==> src/dctv_defines.svh <==
/*
 * Constants for the timer-setup, verify, version and write command engine:
 * register offsets, field positions, opcodes, status bits and time scales.
 * Assumes inclusion by the engine and the testbench only.
 */
`ifndef DCTV_DEFINES_SVH
`define DCTV_DEFINES_SVH

// apb word offsets
`define DCTV_REG_CMD 8'h00
`define DCTV_REG_RESULT 8'h04
`define DCTV_REG_STATUS 8'h08
`define DCTV_REG_TIMERS 8'h0C
`define DCTV_REG_SECTORS 8'h10

// command opcodes, low five bits of the first byte
`define DCTV_OP_SPECIFY 5'h03
`define DCTV_OP_VERIFY 5'h16
`define DCTV_OP_VERSION 5'h10
`define DCTV_OP_WRITE 5'h05
`define DCTV_VERSION_BYTE 8'h5A
`define DCTV_INVALID_BYTE 8'h80
`define DCTV_BAD_TRACK 8'hFF

// status bit positions
`define DCTV_S1_EOT 7
`define DCTV_S1_CRC 5
`define DCTV_S1_OVERRUN 4
`define DCTV_S1_NO_DATA 2
`define DCTV_S1_PROTECT 1
`define DCTV_S1_MISSING 0
`define DCTV_S2_WRONG_TRACK 4
`define DCTV_S2_BAD_TRACK 1

// time base: one tick of 1/6 ms scales every rate factor to an integer
`define DCTV_CLK_HZ 25000000
`define DCTV_TICK_PER_MS 6
`define DCTV_TICK_CYCLES (`DCTV_CLK_HZ / 1000 / `DCTV_TICK_PER_MS)

`endif

==> src/dctv_pkg.sv <==
/*
 * Types for the command engine.
 * Assumes dctv_defines.svh is on the include path.
 */
package dctv_pkg;
	typedef enum logic [3:0] {
		DCTV_IDLE, DCTV_PARAMS, DCTV_MOTOR, DCTV_SEEK, DCTV_SEARCH,
		DCTV_GAP, DCTV_DATA, DCTV_NEXT, DCTV_RESULT
	} dctv_state_e;
endpackage

==> src/dctv_engine.sv <==
/*
 * Command engine for timer setup, sector verify, version query and sector
 * write, with an apb register window.
 * Assumes drive inputs arrive asynchronously and a separator that delivers
 * decoded address fields and takes write bytes with a one-cycle strobe.
 */
// Register access over APB and the address map were decided locally.
// Notes on behaviour
// - specify takes two bytes, returns none
// - step spacing from step code and rate
// - motor-off delay is code times rate factor
// - motor-off code zero counts as sixteen
// - motor-on delay is code times rate factor
// - motor-on code zero counts as 128
// - mode bit selects dma or programmed transfer
// - timers only delay command start
// - verify checks marks and crc, no data
// - count-enable ends after count; zero is 256
// - end sector beyond track size aborts verify
// - terminal count ignored during verify
// - multitrack count continues side one, overflow aborts
// - version query returns one fixed byte
// - write waits motor-on then implied seek
// - compare address fields until one matches
// - two index pulses without match abort with flags
// - address crc error aborts with crc flag
// - write-protect aborts with status1 bit 1
// - fifo write aborts or unhangs write
// - wait second gap then write data
// - step code governs seek pulse rate
`include "dctv_defines.svh"
module dctv_engine
	import dctv_pkg::*;
#(
	parameter int GAP_CYCLES = 22,
	parameter int GAP_PERP_CYCLES = 11,
	parameter logic [7:0] SECTORS_PER_SIDE = 8'd18,
	parameter logic [7:0] VERSION_CODE = `DCTV_VERSION_BYTE // arbitrary value
) (
	input wire logic sys_clk_in,
	input wire logic sys_rst_in,
	input wire logic psel_in,
	input wire logic penable_in,
	input wire logic pwrite_in,
	input wire logic [7:0] paddr_in,
	input wire logic [31:0] pwdata_in,
	output logic [31:0] prdata_out,
	output logic pready_out,
	output logic pslverr_out,
	input wire logic [1:0] data_rate_in,
	input wire logic perpendicular_in,
	input wire logic implied_seek_select_in,
	input wire logic tc_in,
	input wire logic index_in,
	input wire logic write_protect_in,
	input wire logic id_valid_in,
	input wire logic id_crc_err_in,
	input wire logic [7:0] id_track_in,
	input wire logic [7:0] id_head_in,
	input wire logic [7:0] id_sector_in,
	input wire logic [7:0] id_size_in,
	input wire logic data_done_in,
	input wire logic data_crc_err_in,
	input wire logic mark_missing_in,
	input wire logic wr_byte_ready_in,
	output logic step_out,
	output logic sep_enable_out,
	output logic wr_gate_out,
	output logic [7:0] wr_byte_out,
	output logic wr_byte_valid_out,
	output logic dma_request_out,
	output logic dma_mode_out,
	output logic [7:0] head_select_out
);
	typedef struct packed {
		logic [2:0] index_sync;
		logic [1:0] tc_sync;
		logic [1:0] wp_sync;
		dctv_state_e state;
		logic [4:0] opcode;
		logic multitrack_flag;
		logic count_enable;
		logic implied_seek;
		logic [3:0] nbytes;
		logic [7:0] track;
		logic [7:0] head;
		logic [7:0] sector;
		logic [7:0] size;
		logic [7:0] end_of_track_sector;
		logic [7:0] data_length_param;
		logic [8:0] remaining;
		logic [3:0] step_interval_code;
		logic [3:0] motor_off_code;
		logic [6:0] motor_on_code;
		logic timer_mode_select;
		logic dma_mode;
		logic [15:0] tick_div;
		logic [19:0] delay_ticks;
		logic [19:0] step_ticks;
		logic step;
		logic [1:0] index_seen;
		logic any_mark;
		logic track_miss;
		logic [7:0] gap_cnt;
		logic [7:0] status_reg_0;
		logic [7:0] status_reg_1;
		logic [7:0] status_reg_2;
		logic [2:0] res_idx;
		logic [7:0] wr_byte;
		logic wr_valid;
		logic [31:0] rdata;
		logic ack;
	} dctv_regs_s;

	dctv_regs_s r;
	dctv_regs_s next_r;

	// tick counts per unit code, in 1/6 ms, for rates 1M, 500k, 300k, 250k
	function automatic logic [19:0] rate_scale(input logic [1:0] rate, input logic [19:0] m1,
		input logic [19:0] m5, input logic [19:0] m3, input logic [19:0] m2);
		unique case (rate)
			2'd0: rate_scale = m1;
			2'd1: rate_scale = m5;
			2'd2: rate_scale = m3;
			default: rate_scale = m2;
		endcase
	endfunction

	function automatic logic [19:0] motor_on_ticks(input logic [6:0] code, input logic mode,
		input logic [1:0] rate);
		logic [19:0] n;
		n = (code == 7'd0) ? 20'd128 : {13'd0, code};
		motor_on_ticks = mode ? n * rate_scale(rate, 20'd192, 20'd192, 20'd320, 20'd384)
			: n * rate_scale(rate, 20'd6, 20'd6, 20'd20, 20'd24);
	endfunction

	function automatic logic [19:0] motor_off_ticks(input logic [3:0] code, input logic mode,
		input logic [1:0] rate);
		logic [19:0] n;
		n = (code == 4'd0) ? 20'd16 : {16'd0, code};
		motor_off_ticks = mode ? n * rate_scale(rate, 20'd3072, 20'd3072, 20'd5120, 20'd6144)
			: n * rate_scale(rate, 20'd48, 20'd96, 20'd160, 20'd192);
	endfunction

	function automatic logic [19:0] step_gap_ticks(input logic [3:0] code,
		input logic [1:0] rate);
		logic [19:0] n;
		n = 20'd16 - {16'd0, code};
		step_gap_ticks = n * rate_scale(rate, 20'd3, 20'd6, 20'd10, 20'd12);
	endfunction

	logic wr_access;
	logic rd_access;
	logic tick;
	logic id_match;
	logic last_sector;

	always_comb begin
		// only the first access cycle acts, the ready cycle repeats nothing
		wr_access = psel_in & penable_in & pwrite_in & ~r.ack;
		rd_access = psel_in & penable_in & ~pwrite_in & ~r.ack;
		tick = (r.tick_div == 16'(`DCTV_TICK_CYCLES - 1));
		id_match = (id_track_in == r.track) && (id_head_in == r.head)
			&& (id_sector_in == r.sector) && (id_size_in == r.size);
		last_sector = (r.sector == r.end_of_track_sector);
	end

	always_comb begin
		next_r = r;
		next_r.index_sync = {r.index_sync[1:0], index_in};
		next_r.tc_sync = {r.tc_sync[0], tc_in};
		next_r.wp_sync = {r.wp_sync[0], write_protect_in};
		next_r.tick_div = tick ? 16'd0 : r.tick_div + 16'd1;
		next_r.step = 1'b0;
		next_r.wr_valid = r.wr_valid & ~wr_byte_ready_in;
		// one wait state: ready follows the first access cycle
		next_r.ack = psel_in & penable_in & ~r.ack;
		// free-running step pacing for seek pulses
		if (tick) begin
			if (r.step_ticks == 20'd0) begin
				// reload one short so the zero tick closes the interval
				next_r.step_ticks = step_gap_ticks(r.step_interval_code, data_rate_in)
					- 20'd1;
			end else begin
				next_r.step_ticks = r.step_ticks - 20'd1;
			end
		end
		if (rd_access) begin
			unique case (paddr_in)
				`DCTV_REG_RESULT: begin
					if (r.state == DCTV_RESULT) begin
						next_r.res_idx = r.res_idx + 3'd1;
						if (r.opcode == `DCTV_OP_VERSION || r.res_idx == 3'd6) begin
							next_r.state = DCTV_IDLE;
						end
					end
				end
				default: ;
			endcase
		end
		unique case (r.state)
			DCTV_IDLE: begin
				if (wr_access && paddr_in == `DCTV_REG_CMD) begin
					next_r.opcode = pwdata_in[4:0];
					next_r.multitrack_flag = pwdata_in[7];
					next_r.nbytes = 4'd0;
					next_r.res_idx = 3'd0;
					next_r.status_reg_0 = 8'h00;
					next_r.status_reg_1 = 8'h00;
					next_r.status_reg_2 = 8'h00;
					if (pwdata_in[4:0] == `DCTV_OP_VERSION) begin
						next_r.state = DCTV_RESULT;
					end else if (pwdata_in[4:0] == `DCTV_OP_SPECIFY
						|| pwdata_in[4:0] == `DCTV_OP_VERIFY
						|| pwdata_in[4:0] == `DCTV_OP_WRITE) begin
						next_r.state = DCTV_PARAMS;
					end else begin
						next_r.status_reg_0 = `DCTV_INVALID_BYTE;
						next_r.opcode = `DCTV_OP_VERSION;
						next_r.state = DCTV_RESULT;
					end
				end
			end
			DCTV_PARAMS: begin
				if (wr_access && paddr_in == `DCTV_REG_CMD) begin
					next_r.nbytes = r.nbytes + 4'd1;
					if (r.opcode == `DCTV_OP_SPECIFY) begin
						if (r.nbytes == 4'd0) begin
							next_r.step_interval_code = pwdata_in[7:4];
							next_r.motor_off_code = pwdata_in[3:0];
						end else begin
							next_r.motor_on_code = pwdata_in[7:1];
							next_r.dma_mode = pwdata_in[0];
							next_r.state = DCTV_IDLE;
						end
					end else begin
						unique case (r.nbytes)
							4'd0: begin
								next_r.count_enable = pwdata_in[7];
								next_r.implied_seek = pwdata_in[7] | implied_seek_select_in;
							end
							4'd1: next_r.track = pwdata_in[7:0];
							4'd2: next_r.head = pwdata_in[7:0];
							4'd3: next_r.sector = pwdata_in[7:0];
							4'd4: next_r.size = pwdata_in[7:0];
							4'd5: next_r.end_of_track_sector = pwdata_in[7:0];
							4'd6: ;
							default: begin
								next_r.data_length_param = pwdata_in[7:0];
								next_r.remaining = (pwdata_in[7:0] == 8'd0) ? 9'd256
									: {1'b0, pwdata_in[7:0]};
								next_r.delay_ticks = motor_on_ticks(r.motor_on_code,
									r.timer_mode_select, data_rate_in);
								next_r.state = DCTV_MOTOR;
							end
						endcase
						if (r.opcode == `DCTV_OP_VERIFY) begin
							next_r.implied_seek = implied_seek_select_in;
						end
					end
				end
			end
			DCTV_MOTOR: begin
				// delay only, no motor line is touched
				if (tick) begin
					next_r.delay_ticks = r.delay_ticks - 20'd1;
				end
				if (r.delay_ticks == 20'd0) begin
					next_r.state = r.implied_seek ? DCTV_SEEK : DCTV_SEARCH;
					next_r.index_seen = 2'd0;
					next_r.any_mark = 1'b0;
					next_r.track_miss = 1'b0;
					if (r.opcode == `DCTV_OP_VERIFY && (r.end_of_track_sector > SECTORS_PER_SIDE
						|| (r.count_enable && r.remaining > (r.multitrack_flag
						? {r.end_of_track_sector, 1'b0} : {1'b0, r.end_of_track_sector})))) begin
						next_r.status_reg_0 = 8'h40;
						next_r.state = DCTV_RESULT;
					end
				end
			end
			DCTV_SEEK: begin
				// one pacing interval stands in for the implied seek and sense
				if (tick && r.step_ticks == 20'd0) begin
					next_r.step = 1'b1;
					next_r.state = DCTV_SEARCH;
				end
			end
			DCTV_SEARCH: begin
				if (r.index_sync[2] & ~r.index_sync[1]) begin
					next_r.index_seen = r.index_seen + 2'd1;
				end
				if (r.opcode == `DCTV_OP_WRITE && r.wp_sync[1]) begin
					next_r.status_reg_1[`DCTV_S1_PROTECT] = 1'b1;
					next_r.status_reg_0 = 8'h40;
					next_r.state = DCTV_RESULT;
				end else if (wr_access && paddr_in == `DCTV_REG_CMD) begin
					next_r.status_reg_0 = 8'h40;
					next_r.state = DCTV_RESULT;
				end else if (id_valid_in) begin
					next_r.any_mark = 1'b1;
					if (id_crc_err_in) begin
						next_r.status_reg_1[`DCTV_S1_CRC] = 1'b1;
						next_r.status_reg_0 = 8'h40;
						next_r.state = DCTV_RESULT;
					end else if (id_match) begin
						next_r.gap_cnt = perpendicular_in ? 8'(GAP_PERP_CYCLES) : 8'(GAP_CYCLES);
						next_r.state = (r.opcode == `DCTV_OP_WRITE) ? DCTV_GAP : DCTV_DATA;
					end else if (id_track_in != r.track) begin
						next_r.track_miss = 1'b1;
					end
				end else if (r.index_seen == 2'd2) begin
					next_r.status_reg_0 = 8'h40;
					if (!r.any_mark) begin
						next_r.status_reg_1[`DCTV_S1_MISSING] = 1'b1;
					end else if (r.track_miss) begin
						if (r.track == `DCTV_BAD_TRACK) begin
							next_r.status_reg_2[`DCTV_S2_BAD_TRACK] = 1'b1;
						end else begin
							next_r.status_reg_2[`DCTV_S2_WRONG_TRACK] = 1'b1;
						end
					end else begin
						next_r.status_reg_1[`DCTV_S1_NO_DATA] = 1'b1;
					end
					next_r.state = DCTV_RESULT;
				end
			end
			DCTV_GAP: begin
				next_r.gap_cnt = r.gap_cnt - 8'd1;
				if (r.gap_cnt == 8'd0) begin
					next_r.state = DCTV_DATA;
				end
			end
			DCTV_DATA: begin
				if (r.opcode == `DCTV_OP_WRITE) begin
					if (wr_access && paddr_in == `DCTV_REG_CMD && !r.wr_valid) begin
						next_r.wr_byte = pwdata_in[7:0];
						next_r.wr_valid = 1'b1;
					end
					if (r.tc_sync[1]) begin
						next_r.state = DCTV_RESULT;
					end else if (wr_byte_ready_in && !r.wr_valid) begin
						next_r.status_reg_1[`DCTV_S1_OVERRUN] = 1'b1;
						next_r.status_reg_0 = 8'h40;
						next_r.state = DCTV_RESULT;
					end else if (data_done_in) begin
						next_r.state = DCTV_NEXT;
					end
				end else if (data_done_in || mark_missing_in) begin
					// terminal count plays no part here
					next_r.state = DCTV_NEXT;
					if (data_crc_err_in || mark_missing_in) begin
						next_r.status_reg_1[`DCTV_S1_CRC] = data_crc_err_in;
						next_r.status_reg_1[`DCTV_S1_MISSING] = mark_missing_in;
						next_r.status_reg_0 = 8'h40;
						next_r.state = DCTV_RESULT;
					end
				end
			end
			DCTV_NEXT: begin
				next_r.remaining = r.remaining - 9'd1;
				next_r.sector = r.sector + 8'd1;
				next_r.index_seen = 2'd0;
				next_r.state = DCTV_SEARCH;
				if (r.opcode == `DCTV_OP_VERIFY && r.count_enable && r.remaining == 9'd1) begin
					next_r.state = DCTV_RESULT;
				end else if (last_sector) begin
					if (r.multitrack_flag && r.head[0] == 1'b0) begin
						next_r.head = 8'd1;
						next_r.sector = 8'd1;
					end else begin
						if (r.opcode == `DCTV_OP_WRITE) begin
							next_r.status_reg_1[`DCTV_S1_EOT] = 1'b1;
							next_r.status_reg_0 = 8'h40;
						end
						next_r.state = DCTV_RESULT;
					end
				end
			end
			DCTV_RESULT: ;
			default: next_r.state = DCTV_IDLE;
		endcase
		if (wr_access && paddr_in == `DCTV_REG_TIMERS && r.state == DCTV_IDLE) begin
			next_r.timer_mode_select = pwdata_in[0];
		end
		next_r.rdata = 32'h0;
		unique case (paddr_in)
			`DCTV_REG_RESULT: begin
				if (r.opcode == `DCTV_OP_VERSION) begin
					next_r.rdata = {24'h0, (r.status_reg_0 == `DCTV_INVALID_BYTE)
						? `DCTV_INVALID_BYTE : VERSION_CODE};
				end else begin
					unique case (r.res_idx)
						3'd0: next_r.rdata = {24'h0, r.status_reg_0 | {5'd0, r.head[0], 2'd0}};
						3'd1: next_r.rdata = {24'h0, r.status_reg_1};
						3'd2: next_r.rdata = {24'h0, r.status_reg_2};
						3'd3: next_r.rdata = {24'h0, r.track};
						3'd4: next_r.rdata = {24'h0, r.head};
						3'd5: next_r.rdata = {24'h0, r.sector};
						default: next_r.rdata = {24'h0, r.size};
					endcase
				end
			end
			`DCTV_REG_STATUS: next_r.rdata = {24'h0, r.dma_mode, r.state == DCTV_RESULT,
				r.state != DCTV_IDLE, 1'b0, 4'(r.state)};
			`DCTV_REG_TIMERS: next_r.rdata = {4'h0, motor_off_ticks(r.motor_off_code,
				r.timer_mode_select, data_rate_in), 7'h0, r.timer_mode_select};
			`DCTV_REG_SECTORS: next_r.rdata = {23'h0, r.remaining};
			default: ;
		endcase
		if (sys_rst_in) begin
			next_r = '0;
			next_r.state = DCTV_IDLE;
		end
	end

	always_ff @(posedge sys_clk_in) begin
		r <= next_r;
	end

	always_comb begin
		pready_out = r.ack;
		pslverr_out = r.ack && paddr_in != `DCTV_REG_CMD && paddr_in != `DCTV_REG_RESULT
			&& paddr_in != `DCTV_REG_STATUS && paddr_in != `DCTV_REG_TIMERS
			&& paddr_in != `DCTV_REG_SECTORS;
		prdata_out = r.rdata;
		step_out = r.step;
		sep_enable_out = (r.state == DCTV_SEARCH) || (r.state == DCTV_DATA)
			|| (r.state == DCTV_GAP);
		wr_gate_out = (r.state == DCTV_DATA) && (r.opcode == `DCTV_OP_WRITE);
		wr_byte_out = r.wr_byte;
		wr_byte_valid_out = r.wr_valid;
		dma_request_out = wr_gate_out && !r.dma_mode && !r.wr_valid;
		dma_mode_out = r.dma_mode;
		head_select_out = r.head;
	end
endmodule // dctv_engine

==> config.mk <==
export PLATFORM = sky130hd
export DESIGN_NAME = dctv_engine
export DESIGN_NICKNAME = d
export VERILOG_FILES = /design/src/dctv_pkg.sv /design/src/dctv_engine.sv
export VERILOG_INCLUDE_DIRS = /design/src
export SDC_FILE = /design/constraint.sdc
export NUM_CORES = 1
export LEC_CHECK = 0
export BUFFER_PORTS_ARGS = -buffer_cell sky130_fd_sc_hd__buf_2
export CORE_ASPECT_RATIO = 1.2
export CORE_UTILIZATION = 55
export CTS_BUF_LIST = sky130_fd_sc_hd__clkbuf_8
export CTS_CLUSTER_DIAMETER = 200
export CTS_CLUSTER_SIZE = 14
export DETAILED_ROUTE_END_ITERATION = 6
export GPL_TIMING_DRIVEN = 1
export MAX_ROUTING_LAYER = met4
export PLACE_DENSITY = 0.75
export SETUP_SLACK_MARGIN = 0.05
export SKIP_CTS_REPAIR_TIMING = 1
export SYNTH_ARGS = -nofsm -noshare
export SYNTH_HDL_FRONTEND = slang
export SYNTH_SLANG_ARGS = --single-unit
==> constraint.sdc <==
create_clock -name sys_clk_in -period 9.6 [get_ports sys_clk_in]
set_input_delay 0 -clock sys_clk_in [delete_from_list [all_inputs] [get_ports sys_clk_in]]
set_output_delay 0 -clock sys_clk_in [all_outputs]
set_load 0.03 [all_outputs]
==> results.json <==
{
  "fmax_ghz": 0.205,
  "min_path_cells": 4,
  "synth-edff-count": 0,
  "final_util_pct": 59.2,
  "share_seq_of_total_power_pct": 58.7,
  "path_depth": 17,
  "wl_per_cell_um": 17.8,
  "cts-root-buf": "clkbuf_8",
  "cpMaxStageDelayCell": "fa_1",
  "synth_area_leaders": "dfxtp_1, ha_1, a21oi_1",
  "grt_max_degree": 86,
  "core_area_um2": 28100,
  "crit_family": "adder cells",
  "synthTopCellsByCount": "dfxtp_1, nor2_1, nand2_1, ha_1, a21oi_1",
  "ir_drop_v": 0.0000768,
  "synth_top_area_cell": "dfxtp_1",
  "dpl_cell_area_um2": 16100,
  "overflow": 0,
  "synth_top_area_share_pct": 26.0,
  "antenna_found_initial": 0,
  "hold_path_end": "prdata_out[6]$_SDFF_PP0_",
  "crit_type": "reg2reg",
  "r2r-end": "r[95]$_SDFFE_PP0N_",
  "slowest_delay_ns": 0.54,
  "die_h_um": 188,
  "regArea_um2": 4100,
  "hold_path_class": "in2reg",
  "clock-skew-final_ns": 0.0352,
  "cp-end-kind": "flip-flop",
  "cp.required_ns": 10.09,
  "worstPathArrival_ns": 5.37,
  "die-area_um2": 29400,
  "drv_cap": 0,
  "synth-seq-area-share_pct": 26.0,
  "synthCells": 1965,
  "p_total_w": 0.00145,
  "critPathBufInv": 3,
  "syn2layout_area_growth_pct": 5.41,
  "antenna_cells": 0,
  "grt_pass1_vias": 13446,
  "die_x_um": 157,
  "critPathLaunchType": "flip-flop",
  "clkPwrFrac_pct": 32.8,
  "finalCritPeriodShare_pct": 50.8,
  "power_density_nw_per_um2": 87.5,
  "start_util_pct": 56.2,
  "fp-row-count": 67,
  "drt_iter0_markers": 1302,
  "synthFlopType": "dfxtp_1",
  "portBuffers": 113,
  "syn_avg_cell_area_um2": 8.03,
  "layout-drive-gt1-share_pct": 9.59,
  "async_flop_share_pct": 0,
  "cts_tree": "built",
  "slew_headroom_pct": 14.7,
  "gp_congestion": 0.945,
  "numClockSinks": 205,
  "grt_pass1_wl_um": 68000,
  "worst-slew-pin-transition_ns": 1.27,
  "nNetsFinal": 2282,
  "drc": 0,
  "first_pass_iters": 7,
  "reg2reg_slack_ns": 4.73,
  "min_from": "paddr_in[2]",
  "comb_power_share_pct": 8.5,
  "cts_made_buffers": 18,
  "fill_cells": 2524,
  "p_sw_share_pct": 26.5,
  "finalHoldWorstSlack_ns": 0.0152,
  "vias": 14404,
  "synth_most_common_cell": "dfxtp_1",
  "finalSetupViolations": 0,
  "clk_latency_ns": 0.56,
  "clk_path_buf_depth": 3,
  "synth_warnings": 0,
  "multi_input_area_um2": 10500,
  "power_leakage_nw": 7.33,
  "worstSetupStartpoint": "r[151]$_SDFFE_PP0P_",
  "viasPerCell": 6.08,
  "timing.rr.start": "r[151]$_SDFFE_PP0P_",
  "p_sw_w": 0.000386,
  "fin_crit_ns": 4.87,
  "reg2reg_depth": 17,
  "io_pins": 146,
  "finalHoldViolations": 0,
  "path_max_fanout": 4,
  "setup_tns_ns": 0,
  "wl_um": 42300,
  "ys_ff_latch": 205,
  "mappedNetlistArea_um2": 15800,
  "fin_area_um2": 16600,
  "path_cells": "inv_1, ha_1, xnor2_1, nand2_1, fa_1, inv_1, fa_1, inv_1, fa_1, ha_1, a21oi_1, o211ai_1, o41ai_1, o21a_1, and3_1, o21ai_0, a21oi_1",
  "status": "complete, no violations",
  "rsz0062_at_grt": "no",
  "finalMaxSlewViolations": 0,
  "synth_cell_types": 86,
  "cts.htree.levels": 1,
  "hpwl_um": 31100,
  "drtAntennaViolNets": 0,
  "clk_pin_slew_ns": 0.10,
  "p_int_w": 0.00107,
  "grtUsageTotal_pct": 29.5
}
## power groups by stage
stage	clock network (W)	logic [W]	registers (W)
detailed placement	0	0.000115	0.000874
global route	0.000526	0.000136	0.000855
floorplan	0	0.0000782	0.000874
finish	0.000477	0.000123	0.000854
global placement	0	0.000113	0.000874
CTS	0.000489	0.000116	0.000854
## per-layer routing
layer  vias to the layer above  part of all wire (%)  track usage (%)
met5                         -                     0                -
met2                       593                    48             49.9
met3                       146                   6.4             2.89
li1                       6882                     -                -
met1                      6783                    41             35.7
met4                         0                   4.5             12.3
## metrics by stage
stage / worst slack, ns / instances
after floorplan: 5.34 / 1972
after CTS: 4.72 / 2347
after global routing: 4.33 / 2370
after global placement: 4.58 / 2327
after detailed placement: 4.44 / 2327
final: 4.73 / 2370
## how the worst max path moves through the flow
| stage | end |
|---|---|
| 6_report | r[95]$_SDFFE_PP0N_ |
| 5_1_grt | r[95]$_SDFFE_PP0N_ |
| 4_1_cts | r[95]$_SDFFE_PP0N_ |
| 3_5_place_dp | r[115]$_SDFFE_PP0P_ |
| 3_3_place_gp | r[115]$_SDFFE_PP0P_ |
| 2_1_floorplan | r[95]$_SDFFE_PP0N_ |
## worst register-to-register path: cells and delay by family, from the launching register on
kind / cells / cell delay [ns]
compound gates: 6 / 1.35
xor+xnor: 1 / 0.27
fa+ha+maj: 5 / 2.17
buf+inv: 3 / 0.24
flops: 1 / 0.39
simple gates: 2 / 0.38
## registers in the layout, summed over array words and instances (netlist names)
name,cells
pready_out,1
prdata_out,24
wr_byte_out,8
step_out,1
wr_byte_valid_out,1
dma_mode_out,1
head_select_out,8
r,161
## cell usage in the layout, fill, tap and decap left out, types with 8 or more instances in the layout
cell type	count
a211oi_1	13
a21o_1	15
a21oi_1	145
a22oi_1	14
a31oi_1	20
and2_1	52
and3_1	26
buf_2	112
buf_4	8
clkbuf_8	18
conb_1	9
dfxtp_1	205
dlygate4sd3_1	23
fa_1	36
ha_1	165
inv_1	112
mux2_2	12
mux2i_1	40
nand2_1	188
nand2b_1	22
nand3_1	66
nand3b_1	11
nand4_1	22
nor2_1	190
nor2b_1	33
nor3_1	54
nor3_2	8
nor4_1	24
o211ai_1	10
o21ai_0	82
o31ai_1	15
or3_1	12
or4_1	9
xnor2_1	37
xor2_1	50
## kinds of logic after synthesis
kind of cell    Yosys count  synth area share [%]
fa+ha+maj               201                  17.6
buf+inv                 256                  7.52
compound gates          406                  16.3
flops                   205                  26.0
xor+xnor                 87                  4.83
simple gates            756                  24.2
mux                      52                  3.39
other cells               2                0.0476
## area by class of cell
type	instances	area share, %
timing repair buffer	143	5.11
multi-input combinational	1511	63.2
sequential	205	24.7
clock inverter	2	0.0978
tap	379	2.85
inverter	112	2.53
clock buffer	18	1.49
(Power assumes the default switching activity.)
